===== config.mk =====
export PLATFORM = sky130hd
export DESIGN_NAME = rssr_exec
export DESIGN_NICKNAME = d
export VERILOG_FILES = /design/src/shared/rssr_pkg.sv /design/src/rtl/rssr_exec.sv
export SDC_FILE = /design/constraint.sdc
export NUM_CORES = 1
export LEC_CHECK = 0
export BUFFER_PORTS_ARGS = -buffer_cell sky130_fd_sc_hd__buf_2
export CAP_MARGIN = 20
export CORE_UTILIZATION = 60
export DETAILED_ROUTE_END_ITERATION = 7
export HOLD_SLACK_MARGIN = 0.08
export PLACE_DENSITY_LB_ADDON = 0.3
export SLEW_MARGIN = 30
export SYNTH_ARGS = -nofsm -noshare
export SYNTH_HDL_FRONTEND = slang
export SYNTH_SLANG_ARGS = --single-unit

===== constraint.sdc =====
create_clock -name clk_i -period 4.89 [get_ports clk_i]
set_input_delay 0 -clock clk_i [delete_from_list [all_inputs] [get_ports clk_i]]
set_output_delay 0 -clock clk_i [all_outputs]
set_load 0.01 [all_outputs]

===== src/shared/rssr_pkg.sv =====
// Constants and types shared by the rotate, subtract, skip and return unit.
package rssr_pkg;

    // Register byte offsets on the bus.
    localparam logic [7:0] OFS_CMD = 8'h00;
    localparam logic [7:0] OFS_ADDR = 8'h04;
    localparam logic [7:0] OFS_IMM = 8'h08;
    localparam logic [7:0] OFS_ACC = 8'h0C;
    localparam logic [7:0] OFS_FLAGS = 8'h10;
    localparam logic [7:0] OFS_PC = 8'h14;
    localparam logic [7:0] OFS_STATUS = 8'h18;
    localparam logic [7:0] OFS_PUSH = 8'h1C;
    localparam logic [1:0] MEM_SEL = 2'h1;

    // Field positions.
    localparam int CMD_BIT_LSB = 5;
    localparam int FLAG_C = 0;
    localparam int FLAG_AC = 1;
    localparam int FLAG_Z = 2;
    localparam int FLAG_OV = 3;
    localparam int FLAG_SC = 4;
    localparam int FLAG_CZ = 5;
    localparam int FLAG_GIE = 6;
    localparam int STAT_BUSY = 0;
    localparam int STAT_SKIP = 1;
    localparam int STAT_SP_LSB = 4;

    // Sizes, reset values and the interrupt entry address.
    localparam int PC_W = 12;
    localparam int MEM_DEPTH = 16;
    localparam int STACK_DEPTH = 8;
    localparam logic [7:0] ACC_RST = 8'h00;
    localparam logic [5:0] FLAGS_RST = 6'h00;
    localparam logic [11:0] PC_RST = 12'h000;
    localparam logic [11:0] IRQ_VECTOR = 12'h004;
    localparam logic [7:0] BYTE_ONES = 8'hFF;

    // Operation codes.
    typedef enum logic [4:0] {
        OP_NOP = 5'h00,
        OP_OR_INTO_MEMORY = 5'h01,
        OP_SUBROUTINE_EXIT = 5'h02,
        OP_SUBROUTINE_EXIT_IMM = 5'h03,
        OP_INTERRUPT_EXIT = 5'h04,
        OP_ROTATE_LEFT_IN_PLACE = 5'h05,
        OP_ROTATE_LEFT_TO_WORKING = 5'h06,
        OP_ROTATE_LEFT_VIA_FLAG = 5'h07,
        OP_ROTATE_LEFT_VIA_FLAG_TO_WORKING = 5'h08,
        OP_ROTATE_RIGHT_IN_PLACE = 5'h09,
        OP_ROTATE_RIGHT_TO_WORKING = 5'h0A,
        OP_ROTATE_RIGHT_VIA_FLAG = 5'h0B,
        OP_ROTATE_RIGHT_VIA_FLAG_TO_WORKING = 5'h0C,
        OP_SUBTRACT_WITH_BORROW = 5'h0D,
        OP_SUBTRACT_WITH_BORROW_IMM = 5'h0E,
        OP_SUBTRACT_WITH_BORROW_TO_MEMORY = 5'h0F,
        OP_DECREMENT_SKIP_ZERO = 5'h10,
        OP_DECREMENT_SKIP_ZERO_TO_WORKING = 5'h11,
        OP_INCREMENT_SKIP_ZERO = 5'h12,
        OP_INCREMENT_SKIP_ZERO_TO_WORKING = 5'h13,
        OP_SKIP_IF_NONZERO_BIT = 5'h14,
        OP_SKIP_IF_NONZERO = 5'h15,
        OP_SET_BYTE = 5'h16,
        OP_SET_BIT = 5'h17
    } rssr_op_t;

    // Sequencer states, Gray coded along idle, exec, dummy, service.
    typedef enum logic [1:0] {
        ST_IDLE = 2'b00,
        ST_EXEC = 2'b01,
        ST_DUMMY = 2'b11,
        ST_SERVICE = 2'b10
    } rssr_state_t;

endpackage


===== src/rtl/rssr_exec.sv =====
// Execution unit for rotate, subtract, skip, set and return operations.
//
// Chosen here: the Wishbone register port and the placing of the registers.
`timescale 1ns/1ps
module rssr_exec
    import rssr_pkg::*;
(
    input wire logic clk_i,
    input wire logic rst_i,
    input wire logic wb_cyc_i,
    input wire logic wb_stb_i,
    input wire logic wb_we_i,
    input wire logic [7:0] wb_adr_i,
    input wire logic [3:0] wb_sel_i,
    input wire logic [31:0] wb_dat_i,
    output logic [31:0] wb_dat_o,
    output logic wb_ack_o,
    input wire logic irq_pending_i,
    output logic irq_taken_o,
    output logic global_irq_enable_o
);

    ////////////////////////////////////////////////////////////////////////
    // State.

    rssr_state_t state_reg;
    rssr_op_t op_reg;
    logic [2:0] bit_reg;
    logic [3:0] addr_reg;
    logic [7:0] imm_reg;
    logic [7:0] acc_reg;
    logic [5:0] flags_reg;
    logic gie_reg;
    logic [PC_W-1:0] pc_reg;
    logic skip_reg;
    logic [3:0] sp_reg;
    logic ack_reg;
    logic [31:0] dat_reg;
    logic irq_taken_reg;
    logic [7:0] mem [MEM_DEPTH];
    logic [PC_W-1:0] stk [STACK_DEPTH];

    ////////////////////////////////////////////////////////////////////////
    // Bus decode; writes take effect at the edge that samples ack.

    wire bus_req = wb_cyc_i & wb_stb_i;
    wire idle = (state_reg == ST_IDLE);
    wire bus_wr = bus_req & wb_we_i & wb_sel_i[0] & ack_reg & idle;
    wire hit_mem = (wb_adr_i[7:6] == MEM_SEL);
    wire [3:0] mem_idx = wb_adr_i[5:2];
    wire wr_cmd = bus_wr & (wb_adr_i == OFS_CMD);
    wire wr_addr = bus_wr & (wb_adr_i == OFS_ADDR);
    wire wr_imm = bus_wr & (wb_adr_i == OFS_IMM);
    wire wr_acc = bus_wr & (wb_adr_i == OFS_ACC);
    wire wr_flags = bus_wr & (wb_adr_i == OFS_FLAGS);
    wire wr_pc = bus_wr & (wb_adr_i == OFS_PC);
    wire wr_push = bus_wr & (wb_adr_i == OFS_PUSH);
    wire wr_mem = bus_wr & hit_mem;

    // Read selection; unmapped offsets read as zero.
    wire [31:0] rd_mem = {24'h000000, mem[mem_idx]};
    wire [31:0] rd_data =
        hit_mem ? rd_mem :
        (wb_adr_i == OFS_CMD) ?
            {24'h000000, bit_reg, op_reg} :
        (wb_adr_i == OFS_ADDR) ? {28'h0000000, addr_reg} :
        (wb_adr_i == OFS_IMM) ? {24'h000000, imm_reg} :
        (wb_adr_i == OFS_ACC) ? {24'h000000, acc_reg} :
        (wb_adr_i == OFS_FLAGS) ?
            {25'h0000000, gie_reg, flags_reg} :
        (wb_adr_i == OFS_PC) ? {20'h00000, pc_reg} :
        (wb_adr_i == OFS_STATUS) ?
            {24'h000000, sp_reg, 2'b00, skip_reg, ~idle} :
        32'h00000000;

    ////////////////////////////////////////////////////////////////////////
    // Operand and result datapath.

    wire [7:0] opnd = mem[addr_reg];
    wire c_old = flags_reg[FLAG_C];
    wire [7:0] rot_l = {opnd[6:0], opnd[7]};
    wire [7:0] rot_lc = {opnd[6:0], c_old};
    wire [7:0] rot_r = {opnd[0], opnd[7:1]};
    wire [7:0] rot_rc = {c_old, opnd[7:1]};
    wire [7:0] inc_val = opnd + 8'h01;
    wire [7:0] dec_val = opnd - 8'h01;
    wire [7:0] bit_mask = 8'h01 << bit_reg;
    wire [7:0] sub_src =
        (op_reg == OP_SUBTRACT_WITH_BORROW_IMM) ? imm_reg : opnd;

    // Borrow is the inverse of carry; bit 8 set means a borrow out.
    wire [8:0] sub_full = {1'b0, acc_reg} - {1'b0, sub_src}
        - {8'h00, ~c_old};
    wire [4:0] nib_full = {1'b0, acc_reg[3:0]} - {1'b0, sub_src[3:0]}
        - {4'h0, ~c_old};
    wire [7:0] sub_res = sub_full[7:0];
    wire sub_ov = (acc_reg[7] ^ sub_src[7]) & (acc_reg[7] ^ sub_res[7]);
    wire sub_z = (sub_res == 8'h00);

    // Flag image after a subtract, in register order.
    logic [5:0] sub_flags;
    always_comb begin
        sub_flags = flags_reg;
        sub_flags[FLAG_C] = ~sub_full[8];
        sub_flags[FLAG_AC] = ~nib_full[4];
        sub_flags[FLAG_Z] = sub_z;
        sub_flags[FLAG_OV] = sub_ov;
        sub_flags[FLAG_SC] = sub_res[7] ^ sub_ov;
        sub_flags[FLAG_CZ] = sub_z & flags_reg[FLAG_Z];
    end

    ////////////////////////////////////////////////////////////////////////
    // Operation decode: what each operation writes and whether it skips.

    logic mem_we;
    logic [7:0] mem_wdata;
    logic acc_we;
    logic [7:0] acc_wdata;
    logic carry_we;
    logic carry_wdata;
    logic subf_we;
    logic skip_c;
    logic pop_c;
    logic two_cycle;
    always_comb begin
        mem_we = 1'b0;
        mem_wdata = opnd;
        acc_we = 1'b0;
        acc_wdata = acc_reg;
        carry_we = 1'b0;
        carry_wdata = c_old;
        subf_we = 1'b0;
        skip_c = 1'b0;
        pop_c = 1'b0;
        two_cycle = 1'b0;
        case (op_reg)
            OP_OR_INTO_MEMORY: begin
                mem_we = 1'b1;
                mem_wdata = opnd | acc_reg;
            end
            OP_SUBROUTINE_EXIT: begin
                pop_c = 1'b1;
                two_cycle = 1'b1;
            end
            OP_SUBROUTINE_EXIT_IMM: begin
                pop_c = 1'b1;
                two_cycle = 1'b1;
                acc_we = 1'b1;
                acc_wdata = imm_reg;
            end
            OP_INTERRUPT_EXIT: begin
                pop_c = 1'b1;
                two_cycle = 1'b1;
            end
            OP_ROTATE_LEFT_IN_PLACE: begin
                mem_we = 1'b1;
                mem_wdata = rot_l;
            end
            OP_ROTATE_LEFT_TO_WORKING: begin
                acc_we = 1'b1;
                acc_wdata = rot_l;
            end
            OP_ROTATE_LEFT_VIA_FLAG: begin
                mem_we = 1'b1;
                mem_wdata = rot_lc;
                carry_we = 1'b1;
                carry_wdata = opnd[7];
            end
            OP_ROTATE_LEFT_VIA_FLAG_TO_WORKING: begin
                acc_we = 1'b1;
                acc_wdata = rot_lc;
                carry_we = 1'b1;
                carry_wdata = opnd[7];
            end
            OP_ROTATE_RIGHT_IN_PLACE: begin
                mem_we = 1'b1;
                mem_wdata = rot_r;
            end
            OP_ROTATE_RIGHT_TO_WORKING: begin
                acc_we = 1'b1;
                acc_wdata = rot_r;
            end
            OP_ROTATE_RIGHT_VIA_FLAG: begin
                mem_we = 1'b1;
                mem_wdata = rot_rc;
                carry_we = 1'b1;
                carry_wdata = opnd[0];
            end
            OP_ROTATE_RIGHT_VIA_FLAG_TO_WORKING: begin
                acc_we = 1'b1;
                acc_wdata = rot_rc;
                carry_we = 1'b1;
                carry_wdata = opnd[0];
            end
            OP_SUBTRACT_WITH_BORROW,
            OP_SUBTRACT_WITH_BORROW_IMM: begin
                acc_we = 1'b1;
                acc_wdata = sub_res;
                subf_we = 1'b1;
            end
            OP_SUBTRACT_WITH_BORROW_TO_MEMORY: begin
                mem_we = 1'b1;
                mem_wdata = sub_res;
                subf_we = 1'b1;
            end
            OP_DECREMENT_SKIP_ZERO: begin
                mem_we = 1'b1;
                mem_wdata = dec_val;
                skip_c = (dec_val == 8'h00);
                two_cycle = 1'b1;
            end
            OP_DECREMENT_SKIP_ZERO_TO_WORKING: begin
                acc_we = 1'b1;
                acc_wdata = dec_val;
                skip_c = (dec_val == 8'h00);
                two_cycle = 1'b1;
            end
            OP_INCREMENT_SKIP_ZERO: begin
                mem_we = 1'b1;
                mem_wdata = inc_val;
                skip_c = (inc_val == 8'h00);
                two_cycle = 1'b1;
            end
            OP_INCREMENT_SKIP_ZERO_TO_WORKING: begin
                acc_we = 1'b1;
                acc_wdata = inc_val;
                skip_c = (inc_val == 8'h00);
                two_cycle = 1'b1;
            end
            OP_SKIP_IF_NONZERO_BIT: begin
                skip_c = |(opnd & bit_mask);
                two_cycle = 1'b1;
            end
            OP_SKIP_IF_NONZERO: begin
                mem_we = 1'b1;
                mem_wdata = opnd;
                skip_c = (opnd != 8'h00);
                two_cycle = 1'b1;
            end
            OP_SET_BYTE: begin
                mem_we = 1'b1;
                mem_wdata = BYTE_ONES;
            end
            OP_SET_BIT: begin
                mem_we = 1'b1;
                mem_wdata = opnd | bit_mask;
            end
            default: begin
                // Illegal codes and the no-op only advance the PC.
                mem_we = 1'b0;
            end
        endcase
    end

    wire exec = (state_reg == ST_EXEC);
    wire service = (state_reg == ST_SERVICE);
    wire is_interrupt_exit = (op_reg == OP_INTERRUPT_EXIT);
    wire [3:0] sp_top = sp_reg - 4'h1;
    wire [PC_W-1:0] pop_pc = stk[sp_top[2:0]];

    ////////////////////////////////////////////////////////////////////////
    // Sequencer: one cycle, or a dummy second cycle for skips and returns, then a service cycle after an interrupt exit with a request pending.

    always_ff @(posedge clk_i) begin
        if (rst_i) begin
            state_reg <= ST_IDLE;
        end else begin
            unique case (state_reg)
                ST_IDLE: begin
                    if (wr_cmd) begin
                        state_reg <= ST_EXEC;
                    end
                end
                ST_EXEC: begin
                    state_reg <= two_cycle ? ST_DUMMY : ST_IDLE;
                end
                ST_DUMMY: begin
                    state_reg <= (is_interrupt_exit && irq_pending_i) ?
                        ST_SERVICE : ST_IDLE;
                end
                ST_SERVICE: begin
                    state_reg <= ST_IDLE;
                end
            endcase
        end
    end

    // Command, address and immediate registers.
    always_ff @(posedge clk_i) begin
        if (rst_i) begin
            op_reg <= OP_NOP;
            bit_reg <= 3'h0;
            addr_reg <= 4'h0;
            imm_reg <= 8'h00;
        end else begin
            if (wr_cmd) begin
                op_reg <= rssr_op_t'(wb_dat_i[4:0]);
                bit_reg <= wb_dat_i[CMD_BIT_LSB +: 3];
            end
            if (wr_addr) begin
                addr_reg <= wb_dat_i[3:0];
            end
            if (wr_imm) begin
                imm_reg <= wb_dat_i[7:0];
            end
        end
    end

    // Accumulator, flags and global interrupt enable.
    always_ff @(posedge clk_i) begin
        if (rst_i) begin
            acc_reg <= ACC_RST;
            flags_reg <= FLAGS_RST;
            gie_reg <= 1'b0;
        end else if (exec) begin
            if (acc_we) begin
                acc_reg <= acc_wdata;
            end
            if (subf_we) begin
                flags_reg <= sub_flags;
            end else if (carry_we) begin
                flags_reg[FLAG_C] <= carry_wdata;
            end
            if (is_interrupt_exit) begin
                gie_reg <= 1'b1;
            end
        end else if (service) begin
            gie_reg <= 1'b0; // Entering the handler masks further requests.
        end else begin
            if (wr_acc) begin
                acc_reg <= wb_dat_i[7:0];
            end
            if (wr_flags) begin
                flags_reg <= wb_dat_i[5:0];
                gie_reg <= wb_dat_i[FLAG_GIE];
            end
        end
    end

    // Program counter and skip result.
    always_ff @(posedge clk_i) begin
        if (rst_i) begin
            pc_reg <= PC_RST;
            skip_reg <= 1'b0;
        end else if (exec) begin
            pc_reg <= pop_c ? pop_pc : pc_reg + 12'h001;
            skip_reg <= skip_c;
        end else if (state_reg == ST_DUMMY) begin
            if (skip_reg) begin
                pc_reg <= pc_reg + 12'h001;
            end
        end else if (service) begin
            pc_reg <= IRQ_VECTOR;
        end else if (wr_pc) begin
            pc_reg <= wb_dat_i[PC_W-1:0];
        end
    end

    // Return stack: software pushes, returns pop, interrupt entry pushes.
    always_ff @(posedge clk_i) begin
        if (rst_i) begin
            sp_reg <= 4'h0;
        end else if (exec && pop_c && sp_reg != 4'h0) begin
            sp_reg <= sp_top;
        end else if ((wr_push || service) && sp_reg != 4'h8) begin
            sp_reg <= sp_reg + 4'h1;
        end
    end

    always_ff @(posedge clk_i) begin
        if (service && sp_reg != 4'h8) begin
            stk[sp_reg[2:0]] <= pc_reg;
        end else if (wr_push && sp_reg != 4'h8) begin
            stk[sp_reg[2:0]] <= wb_dat_i[PC_W-1:0];
        end
    end

    // Data memory: the executing operation or the bus, never both.
    always_ff @(posedge clk_i) begin
        if (exec && mem_we) begin
            mem[addr_reg] <= mem_wdata;
        end else if (wr_mem) begin
            mem[mem_idx] <= wb_dat_i[7:0];
        end
    end

    ////////////////////////////////////////////////////////////////////////
    // Bus answer, interrupt entry pulse and outputs.

    always_ff @(posedge clk_i) begin
        if (rst_i) begin
            ack_reg <= 1'b0;
            dat_reg <= 32'h00000000;
            irq_taken_reg <= 1'b0;
        end else begin
            ack_reg <= bus_req & ~ack_reg;
            dat_reg <= (bus_req & ~ack_reg) ? rd_data : dat_reg;
            irq_taken_reg <= service;
        end
    end

    assign wb_ack_o = ack_reg;
    assign wb_dat_o = dat_reg;
    assign irq_taken_o = irq_taken_reg;
    assign global_irq_enable_o = gie_reg;

endmodule


==> impl_metrics.ini <==
[cells_and_area]
area_growth_pct = 11.26
n_antenna_cell = 0
regMostFlops = mem
nFillCells = 1815
largest_register_ffs = 128
post-route-util = 0.6885
drive_above_1_share = 0.2127
nets = 1512

[synth]
syn_area_um2 = 16310
synth_most_common_cell = edfxtp_1
ys_seq_area_frac = 0.5008
synth-compound-area-share = 0.1290
synth_top_area_frac = 0.4125
synth_simple_gate_area_frac = 0.1260
avgSynthCellArea_um2 = 11.87
ys_types = 87
synth_largest_area_cell = edfxtp_1
synth_seq_cells = 296
synth_xor_area_frac = 0.01128
yosys_warnings = 0
synthAdderAreaFrac = 0.01857
synthArstFlopShare = 0
synth_common_cells = edfxtp_1 (224), nor2_1 (117), nand2_1 (101)
muxShareOfSynthArea = 0.1683
synth_flop_cell = edfxtp_1
syn_inst = 1374
synth_edf_count = 224
synth_area_leaders = edfxtp_1 (41%), mux4_2 (13%), dfxtp_1 (8.8%), nor2_1 (2.7%), a21oi_1 (2.5%)
synth_top_family_by_area = multiplexers

[floorplanning]
die_area_um2 = 27840
rows = 59
ios = 85
fp.dieH_um = 166.9
die_w_um = 166.9
coreArea_um2 = 26350
start_util = 0.6188

[timing]
timing.final.crit_share = 0.9477
worst_slew_pin_slew_ns = 1.090
fin_ws_ns = 0.2557
drv_slew = 0
relSlewSlack = 0.2704
fin_crit_ns = 4.634
tns_ns = 0
setup_viol = 0
skew_ns = 0.01264
fmax_mhz = 215.8
rsz0062_at_grt = false
final-hold-violation-count = 0

[setup_path]
start_kind = register
endpoint = mem[10][7]
arrival_ns = 4.93
cp_max_fo = 16
crit_top_cell = buf_4
endpoint_kind = register
worstSetupPathType = register to register
r2r_cells = 15
cpMaxStageDelayCell = mux4_2
r2r_slack_ns = 0.26
worstPathRequired_ns = 5.19
crit_chain = buf_4 -> mux4_2 -> mux4_2 -> mux2_2 -> ha_1 -> inv_1 -> ha_1 -> mux2_2 -> a211oi_1 -> a31oi_1 -> a21oi_1 -> o31ai_1 -> buf_4 -> o21a_1 -> buf_4
slowest_delay_ns = 0.56
worst_r2r_endpoint = mem[10][7]

[flow_run]
cap_violations = 0

[routing]
num_vias = 12950
via_per_inst = 7.205
drtIter0Drc = 1950
wl_um = 51650
wl_per_cell_um = 28.74
dr.pass1.iters = 6
antenna_left = 0
drc = 0

[global_routing]
grt_pass1_vias = 12590
grt_overflow = 0
grt_max_degree = 68
grt_antenna_before_repair = 0
grt_pass1_wl_um = 77830
grt_use_total = 0.3746

[clock_network]
cts_htree_levels = 1
clk_latency_ns = 0.56
clockRootBuffer = clkbuf_16
clkTransAtPathRegs_ns = 0.06
ctsLongestPathBuffers = 3
cts_made_buffers = 30
cts.sinks = 296
cts_tree = done

[power_and_ir_drop]
power_mw = 5.037
cellLeakagePower_nw = 6.013
ir_worst_vdd_uv = 360.6
p_per_area_nw_per_um2 = 277.6

[placement]
hpwlAfterDp_um = 34640
post-place-ws_ns = 0.1573
gp_congestion = 0.9987
io_buffers = 41

[outcome]
status = finished, final reports clean

[hold_path]
min_path_type = input port to register
[area by class of cell]
class / instances / area (µm²) / area share
timing repair buffer: 127 / 910.9 / 0.05020
clock inverter: 15 / 116.4 / 0.006413
sequential: 296 / 8170 / 0.4503
tap: 335 / 419.2 / 0.02310
inverter: 46 / 172.7 / 0.009516
multi-input combinational: 938 / 7546 / 0.4159
clock buffer: 40 / 809.5 / 0.04461
[how the worst min path moves through the flow]
stage / from / to / slack, ns / depth (start not counted)
after floorplan: wb_dat_i[7] / imm_reg[7] / 0.15 / 2
after global placement: irq_pending_i / state_reg[1] / 0.36 / 3
after detailed placement: wb_dat_i[1] / imm_reg[1] / 0.37 / 3
after CTS: wb_adr_i[4] / wb_dat_o[7] / 0.09 / 4
after global routing: wb_adr_i[4] / wb_dat_o[7] / 0.12 / 4
final: wb_adr_i[4] / wb_dat_o[7] / 0.1 / 4
[report_power, final]
group          switching, mW  total, mW  internal (mW)
Clock                  0.971       2.19           1.22
Combinational          0.105      0.172         0.0674
Sequential           0.00441       2.68           2.67
[layer usage]
metal,part of all wire,global-route usage
met3,0.11,0.07319
met1,0.37,0.4871
met5,0,0
met4,0.060,0.2065
met2,0.47,0.5951
[critical path, delay by kind of cell, from the launching register on]
family | cells | cell delay, ns
flip-flops | 1 | 0.44
buffers and inverters | 4 | 0.67
adder cells (fa/ha/maj) | 2 | 0.66
AO/OA/AOI/OAI | 5 | 0.83
multiplexers | 4 | 1.77
[per-stage QoR]
stage	area (µm²)	hold slack, ns	instances
after global placement	16940	0.3635	1721
after CTS	18090	0.09383	1796
after detailed placement	16960	0.3687	1721
after floorplan	16380	0.1475	1393
after global routing	18140	0.1221	1797
final	18140	0.09748	1797
[placed cells by master, fill, tap and decap left out, types with 45 or more instances in the layout]
cell      Yosys  final
edfxtp_1    224    224
nor2_1      117    104
nand2_1     101    101
mux4_2       93     93
a21oi_1      82     82
dfxtp_1      72     70
buf_4        22     64
o21ai_0      58     58
inv_1        45     45
[cells by family after synthesis]
group	after synthesis
and+or+nand+nor	415
AOI/OAI and AO/OA	307
DFF	296
buffers and inverters	159
muxes	152
adders and majority gates	23
xor gates and xnor gates	21
other	1
[timing repair]
action / in CTS / in global routing
endpoints found under the hold margin: 111 / 0
hold buffers: 20 / 0
setup buffers: 0 / 0
endpoints found under the setup margin: 0 / 34
resized for setup: 0 / 5
Power figures use the tool's default switching activity.
